## config.mk

```make
export PLATFORM = sky130hd
export DESIGN_NAME = uabd_detect
export DESIGN_NICKNAME = d
export VERILOG_FILES = /design/src/design/uabd_pkg.sv /design/src/design/uabd_fifo.sv /design/src/design/uabd_detect.sv
export SDC_FILE = /design/constraint.sdc
export NUM_CORES = 1
export LEC_CHECK = 0
export BUFFER_PORTS_ARGS = -buffer_cell sky130_fd_sc_hd__buf_2
export CAP_MARGIN = 20
export CORE_MARGIN = 2
export CORE_UTILIZATION = 45
export DETAILED_ROUTE_END_ITERATION = 7
export MAX_ROUTING_LAYER = met4
export PLACE_DENSITY = 0.71
export RECOVER_POWER = 50
export REMOVE_ABC_BUFFERS = 1
export SLEW_MARGIN = 10
export SYNTH_ARGS = -nofsm -noshare
export SYNTH_HDL_FRONTEND = slang
export SYNTH_SLANG_ARGS = --single-unit
```

## constraint.sdc

```tcl
create_clock -name clock -period 7.7 [get_ports clock]
set_clock_uncertainty 0.15 [all_clocks]
set_input_delay 1.925 -clock clock [delete_from_list [all_inputs] [get_ports clock]]
set_output_delay 1.925 -clock clock [all_outputs]
set_load 0.02 [all_outputs]
```

## src/design/uabd_pkg.sv

```systemverilog
// Package for the automatic bit-rate detector: constants and types.
// Assumes a single 50 MHz clock and synchronous active-high reset.
`default_nettype none
package uabd_pkg;
    // Calibration character the far end must send
    localparam logic [7:0] SYNC_CHAR = 8'h55;
    // Rising edges that end a measurement
    localparam logic [2:0] EDGE_LAST = 3'h5;
    // Divisor counter limits
    localparam logic [15:0] DIV_ZERO = 16'h0000;
    localparam logic [15:0] DIV_MAX = 16'hFFFF;
    // Detection counter clock dividers per mode pair
    localparam logic [9:0] DIV_SLOW = 10'h200;
    localparam logic [9:0] DIV_MID = 10'h080;
    localparam logic [9:0] DIV_FAST = 10'h020;
    // Normal bit-clock prescale: x16 and x4
    localparam logic [4:0] PRE_LOW = 5'h10;
    localparam logic [4:0] PRE_HIGH = 5'h04;
    // Status FIFO shape
    localparam int FIFO_W = 17;
    localparam int FIFO_D = 4;
    // Detector states
    typedef enum logic [1:0] {
        UABD_IDLE,
        UABD_BREAK,
        UABD_START,
        UABD_COUNT
    } uabd_state_type;
endpackage
`default_nettype wire

```

## src/design/uabd_fifo.sv

```systemverilog
// Small synchronous FIFO with valid/ready on both sides.
// Assumes one clock and synchronous active-high reset.
`default_nettype none
module uabd_fifo #(
    parameter int WIDTH = 8,
    parameter int DEPTH = 4
) (
    input wire logic clock,
    input wire logic srst,
    input wire logic in_valid,
    output logic in_ready,
    input wire logic [WIDTH-1:0] in_data,
    output logic out_valid,
    input wire logic out_ready,
    output logic [WIDTH-1:0] out_data
);
    localparam int AW = $clog2(DEPTH);
    // Storage
    logic [WIDTH-1:0] mem_r [DEPTH];
    logic [AW-1:0] wr_r;
    logic [AW-1:0] rd_r;
    logic [AW:0] cnt_r;
    wire push = in_valid && in_ready;
    wire pop = out_valid && out_ready;
    // Honest full and empty
    assign in_ready = (cnt_r != (AW+1)'(DEPTH));
    assign out_valid = (cnt_r != '0);
    assign out_data = mem_r[rd_r];
    // Write side
    always_ff @(posedge clock) begin
        if (push) begin
            mem_r[wr_r] <= in_data;
        end
    end
    // Pointers and fill count
    always_ff @(posedge clock) begin
        if (srst) begin
            wr_r <= '0;
            rd_r <= '0;
            cnt_r <= '0;
        end else begin
            if (push) begin
                wr_r <= (wr_r == AW'(DEPTH-1)) ? '0 : wr_r + 1'b1;
            end
            if (pop) begin
                rd_r <= (rd_r == AW'(DEPTH-1)) ? '0 : rd_r + 1'b1;
            end
            cnt_r <= cnt_r + (AW+1)'(push) - (AW+1)'(pop);
        end
    end
    a_fifo_no_overrun: assert property (@(posedge clock) disable iff (srst)
        cnt_r <= (AW+1)'(DEPTH))
        else $error("fifo count above depth");
endmodule
`default_nettype wire

```

## src/design/uabd_detect.sv

```systemverilog
// Automatic bit-rate detector with divisor and bit-rate tick generator.
// Assumes serial_in_line asynchronous to clock; control bits are ports.
`default_nettype none
module uabd_detect (
    input wire logic clock,
    input wire logic srst,
    input wire logic serial_in_line, // Received line
    input wire logic sync_mode, // 1 = synchronous mode
    input wire logic wide_divisor_enable,
    input wire logic high_speed_select,
    input wire logic wake_on_break_enable,
    input wire logic rate_enable_set, // Pulse: software sets enable
    input wire logic rate_enable_clear, // Pulse: software clears enable
    input wire logic overflow_set, // Pulse: software sets flag
    input wire logic overflow_clear, // Pulse: software clears flag
    input wire logic div_write_low, // Pulse: write low divisor byte
    input wire logic div_write_high, // Pulse: write high divisor byte
    input wire logic [7:0] div_write_data,
    input wire logic receive_buffer_read, // Pulse: buffer read
    output logic auto_rate_enable,
    output logic auto_rate_detect_mode, // Measurement running
    output logic auto_rate_overflow_flag,
    output logic [7:0] divisor_low_byte,
    output logic [7:0] divisor_high_byte,
    output logic receive_done_flag,
    output logic [7:0] receive_buffer, // Discardable content
    output logic receiver_hold_idle, // Keeps receiver in idle
    output logic bit_tick, // One pulse per sampling clock
    output logic result_valid, // Status stream out
    input wire logic result_ready,
    output logic [16:0] result_data // {overflow, divisor}
);
    // Detection counter prescale from mode pair
    function automatic logic [9:0] sel_div(input logic w, input logic h);
        unique case ({w, h})
            2'b00: sel_div = uabd_pkg::DIV_SLOW;
            2'b11: sel_div = uabd_pkg::DIV_FAST;
            default: sel_div = uabd_pkg::DIV_MID;
        endcase
    endfunction

    // Synchroniser and edge detection
    logic rx_meta_r;
    logic rx_sync_r;
    logic rx_prev_r;
    // Control state
    uabd_pkg::uabd_state_type state_r;
    uabd_pkg::uabd_state_type state_nxt;
    logic enable_r;
    logic ovf_r;
    logic done_r;
    logic [15:0] div_r;
    logic [2:0] edges_r;
    logic [9:0] pre_r;
    logic [4:0] sub_r;
    logic [15:0] tick_cnt_r;
    logic busy_r;

    // Named decodes
    wire allowed = !sync_mode && !wake_on_break_enable;
    wire rx_fall = rx_prev_r && !rx_sync_r;
    wire rx_rise = !rx_prev_r && rx_sync_r;
    wire [9:0] pre_lim = sel_div(wide_divisor_enable, high_speed_select);
    wire pre_wrap = (pre_r == pre_lim - 10'h001);
    wire counting = (state_r == uabd_pkg::UABD_COUNT);
    wire div_step = counting && pre_wrap;
    wire div_roll = div_step && (div_r == uabd_pkg::DIV_MAX);
    wire fifth = counting && rx_rise
        && (edges_r == uabd_pkg::EDGE_LAST - 3'h1);
    wire en_rise = rate_enable_set && !enable_r;
    wire fifo_ready;
    wire [4:0] sub_lim = (high_speed_select || sync_mode)
        ? uabd_pkg::PRE_HIGH : uabd_pkg::PRE_LOW;
    wire sub_wrap = (sub_r == sub_lim - 5'h01);

    // Two-stage synchroniser; only stage two is observed
    always_ff @(posedge clock) begin
        if (srst) begin
            rx_meta_r <= 1'b1;
            rx_sync_r <= 1'b1;
            rx_prev_r <= 1'b1;
        end else begin
            rx_meta_r <= serial_in_line;
            rx_sync_r <= rx_meta_r;
            rx_prev_r <= rx_sync_r;
        end
    end

    // Next state of the detector
    always_comb begin
        state_nxt = state_r;
        unique case (state_r)
            uabd_pkg::UABD_IDLE: begin
                // Wake enabled with detection waits out the break
                if (en_rise && wake_on_break_enable && !sync_mode) begin
                    state_nxt = uabd_pkg::UABD_BREAK;
                end else if (en_rise && allowed) begin
                    state_nxt = uabd_pkg::UABD_START;
                end
            end
            uabd_pkg::UABD_BREAK: begin
                // Break ends on the line returning high
                if (rx_rise) begin
                    state_nxt = uabd_pkg::UABD_START;
                end
            end
            uabd_pkg::UABD_START: begin
                // Start bit falling edge arms counting
                if (rx_fall) begin
                    state_nxt = uabd_pkg::UABD_COUNT;
                end
            end
            uabd_pkg::UABD_COUNT: begin
                // Fifth rise ends; rollover does not
                if (fifth) begin
                    state_nxt = uabd_pkg::UABD_IDLE;
                end
            end
        endcase
        if (!enable_r && state_r != uabd_pkg::UABD_IDLE) begin
            state_nxt = uabd_pkg::UABD_IDLE;
        end
    end

    // Detector state and enable bit
    always_ff @(posedge clock) begin
        if (srst) begin
            state_r <= uabd_pkg::UABD_IDLE;
            enable_r <= 1'b0;
        end else begin
            state_r <= state_nxt;
            if (fifth) begin
                enable_r <= 1'b0;
            end else if (rate_enable_set) begin
                enable_r <= 1'b1;
            end else if (rate_enable_clear) begin
                enable_r <= 1'b0;
            end
        end
    end

    // Edge count and detection prescaler
    always_ff @(posedge clock) begin
        if (srst || !counting) begin
            edges_r <= '0;
            pre_r <= '0;
        end else begin
            if (rx_rise) begin
                edges_r <= edges_r + 3'h1;
            end
            // Time only from the first rise onward
            if (edges_r != 3'h0 || rx_rise) begin
                pre_r <= pre_wrap ? '0 : pre_r + 10'h001;
            end
        end
    end

    // Divisor register pair: cleared, counted, or written
    always_ff @(posedge clock) begin
        if (srst) begin
            div_r <= uabd_pkg::DIV_ZERO;
        end else if (en_rise && (allowed || wake_on_break_enable)) begin
            div_r <= uabd_pkg::DIV_ZERO;
        end else if (div_step && edges_r != 3'h0) begin
            // Both bytes step together as one counter
            div_r <= div_r + 16'h0001;
        end else if (!busy_r && div_write_low) begin
            div_r[7:0] <= div_write_data;
        end else if (!busy_r && div_write_high) begin
            div_r[15:8] <= div_write_data;
        end
    end

    // Overflow flag: hardware set beats software clear
    always_ff @(posedge clock) begin
        if (srst) begin
            ovf_r <= 1'b0;
        end else if ((div_roll && edges_r != 3'h0) || overflow_set) begin
            // Hardware wrap or software set
            ovf_r <= 1'b1;
        end else if (overflow_clear) begin
            ovf_r <= 1'b0;
        end
    end

    // Receive-complete flag: set wins over buffer read
    always_ff @(posedge clock) begin
        if (srst) begin
            done_r <= 1'b0;
        end else if (fifth) begin
            done_r <= 1'b1;
        end else if (receive_buffer_read) begin
            // Software read of the buffer drops it
            done_r <= 1'b0;
        end
    end

    // Busy while anything but idle
    always_ff @(posedge clock) begin
        if (srst) begin
            busy_r <= 1'b0;
        end else begin
            busy_r <= (state_nxt != uabd_pkg::UABD_IDLE);
        end
    end

    // Bit-rate tick generator in normal operation
    always_ff @(posedge clock) begin
        if (srst || busy_r) begin
            // Quiet while the generator serves as a counter
            sub_r <= '0;
            tick_cnt_r <= '0;
            bit_tick <= 1'b0;
        end else begin
            sub_r <= sub_wrap ? '0 : sub_r + 5'h01;
            bit_tick <= 1'b0;
            // Divisor compare once per prescaled sub-tick
            if (sub_wrap) begin
                if (tick_cnt_r == div_r) begin
                    tick_cnt_r <= '0;
                    bit_tick <= 1'b1;
                end else begin
                    tick_cnt_r <= tick_cnt_r + 16'h0001;
                end
            end
        end
    end

    // Result FIFO: one entry per finished measurement while it has room; a fifth edge with the FIFO full is dropped
    uabd_fifo #(
        .WIDTH(uabd_pkg::FIFO_W),
        .DEPTH(uabd_pkg::FIFO_D)
    ) u_fifo (
        .clock(clock),
        .srst(srst),
        .in_valid(fifth),
        .in_ready(fifo_ready),
        .in_data({ovf_r, div_r}),
        .out_valid(result_valid),
        .out_ready(result_ready),
        .out_data(result_data)
    );

    // Outputs
    assign auto_rate_enable = enable_r;
    assign auto_rate_detect_mode = busy_r;
    assign auto_rate_overflow_flag = ovf_r;
    assign divisor_low_byte = div_r[7:0];
    assign divisor_high_byte = div_r[15:8];
    assign receive_done_flag = done_r;
    assign receive_buffer = uabd_pkg::SYNC_CHAR;
    assign receiver_hold_idle = busy_r;

    // Checks

    // Hardware clears the enable bit at the closing edge
    a_fifth_clears_en: assert property (
        @(posedge clock) disable iff (srst)
        fifth |=> !enable_r)
        else $error("enable not cleared at fifth edge");

    // Closing edge raises the receive-complete flag
    a_fifth_sets_done: assert property (
        @(posedge clock) disable iff (srst)
        fifth |=> done_r)
        else $error("done flag not set");

    // Flag rises only from a closing edge
    a_done_needs_fifth: assert property (
        @(posedge clock) disable iff (srst)
        $rose(done_r) |-> $past(fifth))
        else $error("done flag set without fifth edge");

    // Rollover trapped; enable kept unless ended or cleared
    a_roll_sets_ovf: assert property (
        @(posedge clock) disable iff (srst)
        (div_roll && edges_r != 3'h0)
        |=> ovf_r && (enable_r || $past(fifth) || $past(rate_enable_clear)))
        else $error("rollover not trapped");

    // Rollover does not leave the counting state
    a_roll_keeps_mode: assert property (
        @(posedge clock) disable iff (srst)
        (div_roll && !fifth && enable_r) |=> counting)
        else $error("rollover ended detection");

    // Arming straight to start only in the permitted mode
    a_start_needs_ok: assert property (
        @(posedge clock) disable iff (srst)
        (state_r == uabd_pkg::UABD_IDLE
            && state_nxt == uabd_pkg::UABD_START) |-> allowed)
        else $error("detection armed in wrong mode");

    // Arming empties the divisor pair
    a_enable_clears_div: assert property (
        @(posedge clock) disable iff (srst)
        (en_rise && allowed) |=> div_r == uabd_pkg::DIV_ZERO)
        else $error("divisor not cleared");

    // Receiver stays idle in every counting cycle
    a_hold_rx_idle: assert property (
        @(posedge clock) disable iff (srst)
        counting |-> receiver_hold_idle)
        else $error("receiver not held idle");

    // One divisor step per prescaled tick
    a_count_rate: assert property (
        @(posedge clock) disable iff (srst)
        (div_step && edges_r != 3'h0 && !fifth)
        |=> div_r == $past(div_r) + 16'h0001)
        else $error("divisor did not step");

    // No sampling ticks while the generator times the line
    a_tick_quiet_busy: assert property (
        @(posedge clock) disable iff (srst)
        busy_r |=> !bit_tick)
        else $error("bit tick during detection");

    // Main scenarios
    c_full_measure: cover property (@(posedge clock) fifth);
    c_rollover: cover property (@(posedge clock) div_roll);
    c_after_break: cover property (@(posedge clock)
        state_r == uabd_pkg::UABD_BREAK ##1 state_r == uabd_pkg::UABD_START);
    c_fifo_full: cover property (@(posedge clock) fifth && !fifo_ready);
endmodule
`default_nettype wire

```

==> metrics.csv <==
metric,value,unit
worst_pin_slew,1270,ps
cp_max_fo,18,
path_cells,"buf_2, and4bb_2, a22oi_1, a2111o_1, and3_1, nor3_1, a2111oi_0",
vias,4153,
dp.final_hpwl,8.80,mm
status,"finished, final reports clean",
reg2reg_from,edges_r[0],
ios,71,
nets,615,
rsz0062_at_grt,false,
hp-class,reg2reg,
clk_path_buf_depth,2,
numCtsBuffers,17,
overflow,0,
dieArea,14400,um2
crit_path_top_delay_cell,a2111o_1,
fmax,245,MHz
ys_seq_elements,137,
utilization,53.5,%
cts_root_buffer,clkbuf_16,
rrSetupSlack,4540,ps
yosys.area.top_type_share,33.8,%
final_hold_viol_count,0,
reg2reg_to,u_fifo.mem_r[3][3],
syn_area_per_cell,11.7,um2
vias_per_cell,5.41,
hold_buffers,0,
max_cap_violations,0,
die_h,120,um
peakVddDrop,0.140,mV
cts_tree,done,
cts_setup_buffers,0,
core_area,13200,um2
grt.busiest_layer,met2,
grt.total_usage,18.6,%
ant_nets,0,
grt_antenna_before_repair,0,
place_ws,3230,ps
first_global_vias,3991,
clk_latency,410,ps
cts_resized,0,
setup_violations,0,
reg2regPathDepth,6,
p_leak,2.67,nW
cp_data_required_time,7830,ps
synthTopCellsByArea,"edfxtp_1, dfxtp_1, mux4_2",
syn2layout_area_growth,16.9,%
mostFrequentLayoutCells,"dfxtp_1, edfxtp_1, buf_2, nor2_1, nand2_1",
ys_types,56,
slowest_delay,590,ps
drtPass1Iterations,4,
synth_edf_count,68,
wire_per_inst,16.1,um
grt_start_max_net_pins,20,
synth_ff_type,dfxtp_1,
holdPathStages,1,
row_count,42,
min_to,rx_sync_r,
slew_viol_final,0,
use_met1,22.6,%
grt_use_met2,30.5,%
syn_area,6040,um2
synth_warnings,0,
die_w,120,um
drive_gt1_share,21.2,%
routed_wl,12.4,mm
grtUsageMet3,3.85,%
gp_congestion,0.854,
htree_levels,4,
clock-sinks,137,
period_share,53.0,%
period_minus_slack,4080,ps
synthCells,515,
power.density,266,nW/um2
hold_start,rx_meta_r,
arrival,4210,ps
yosysSeqAreaShare,56.6,%
fillers,1173,
crit_type,in2reg,
drtIter0Drc,256,
async_reset_ff_share,0,%
start_util,45.8,%
final.setup.tns,0,ps
grt_first_pass_wirelength,19.8,mm
drc_errors,0,
numPortBuffers,62,
crit_path_end_kind,register,
final_common_cell,dfxtp_1,
setup_ws,3620,ps
startpoint_type,primary input,
synth_area_leader_cell,edfxtp_1,
relSlewSlack,15.6,%
clkTransAtPathRegs,60,ps
worst max path at each step:
stage,depth (start not counted),slack [ps],from,end
final,7,3620,high_speed_select,div_r[12]
after global placement,7,3370,high_speed_select,div_r[8]
after CTS,7,3650,high_speed_select,div_r[12]
after floorplan,5,3700,wide_divisor_enable,div_r[15]
after global routing,7,3490,high_speed_select,div_r[12]
after detailed placement,7,3230,high_speed_select,div_r[12]
critical path: cells and delay by family:
kind / cells / cell delay, ps
AO/OA/AOI/OAI: 3 / 1380
AND/OR/NAND/NOR: 3 / 770
buffers and inverters: 1 / 130
area by class of cell:
class	instances	area (um2)	share of cell area, %
Multi-Input combinational cell	342	2440	34.6
Tap cell	176	220	3.12
Sequential cell	137	3420	48.5
Antenna cell	1	2.50	0.0354
Timing Repair Buffer	64	320	4.54
Clock inverter	15	168	2.37
Inverter	16	60.1	0.850
Clock buffer	17	425	6.02
through the flow:
stage	instances	cell area (um2)	total power, mW	hold WS [ps]
2_1_floorplan	495	5930	1.01	239
3_3_place_gp	735	6470	1.09	252
3_5_place_dp	735	6470	1.09	249
4_1_cts	767	7060	1.90	267
5_1_grt	767	7060	1.96	280
6_report	768	7060	1.88	265
routing by layer:
metal	share of wire, %	vias up	wire, um
met5	0	-	0
met4	1.2	0	144
met3	4.5	13	560
met2	50	125	6220
met1	44	2016	5450
li1	-	1999	-
cell usage after synthesis (2+ instances only):
cell type and instances:
mux2i_1 4, nor2_1 51, xor2_1 32, a311oi_1 4
or2_2 8, nand4_1 8, dfxtp_1 69, clkbuf_1 13
nor2b_1 5, inv_1 16, buf_1 2, nor3_1 12
a21oi_1 31, o211ai_1 2, o21ai_0 7, ha_1 13
conb_1 2, a31oi_1 4, nand2_1 34, a221oi_1 2
edfxtp_1 68, nor4_1 11, and3_1 13, or3_1 5
and2_1 6, nand3_1 20, mux4_2 17, xnor2_1 11
a2bb2oi_1 3, nand2b_1 6, a2111o_1 2, buf_4 9
and3b_1 2
kinds of logic after synthesis:
| logic type | Yosys count | share of synthesized area, % |
|---|---|---|
| buf+inv | 42 | 3.31 |
| simple gates | 187 | 15.8 |
| other cells | 2 | 0.124 |
| flops | 137 | 56.6 |
| xor+xnor | 43 | 6.23 |
| mux | 22 | 7.18 |
| fa+ha+maj | 14 | 3.02 |
| compound gates | 68 | 7.68 |
sequential cells by signal, indices dropped and copies added, names as in the netlist, 2 cells and up, named ones only:
name / cells
sub_r: 5
u_fifo.wr_r: 2
div_r: 16
u_fifo.cnt_r: 3
tick_cnt_r: 16
edges_r: 3
state_r: 2
pre_r: 10
u_fifo.rd_r: 2
u_fifo.mem_r: 68
where the power goes:
group	switching, mW	internal (mW)
logic	0.144	0.114
registers	0.0316	0.786
clock network	0.340	0.464
total	0.515	1.36
(Power assumes the default switching activity.)
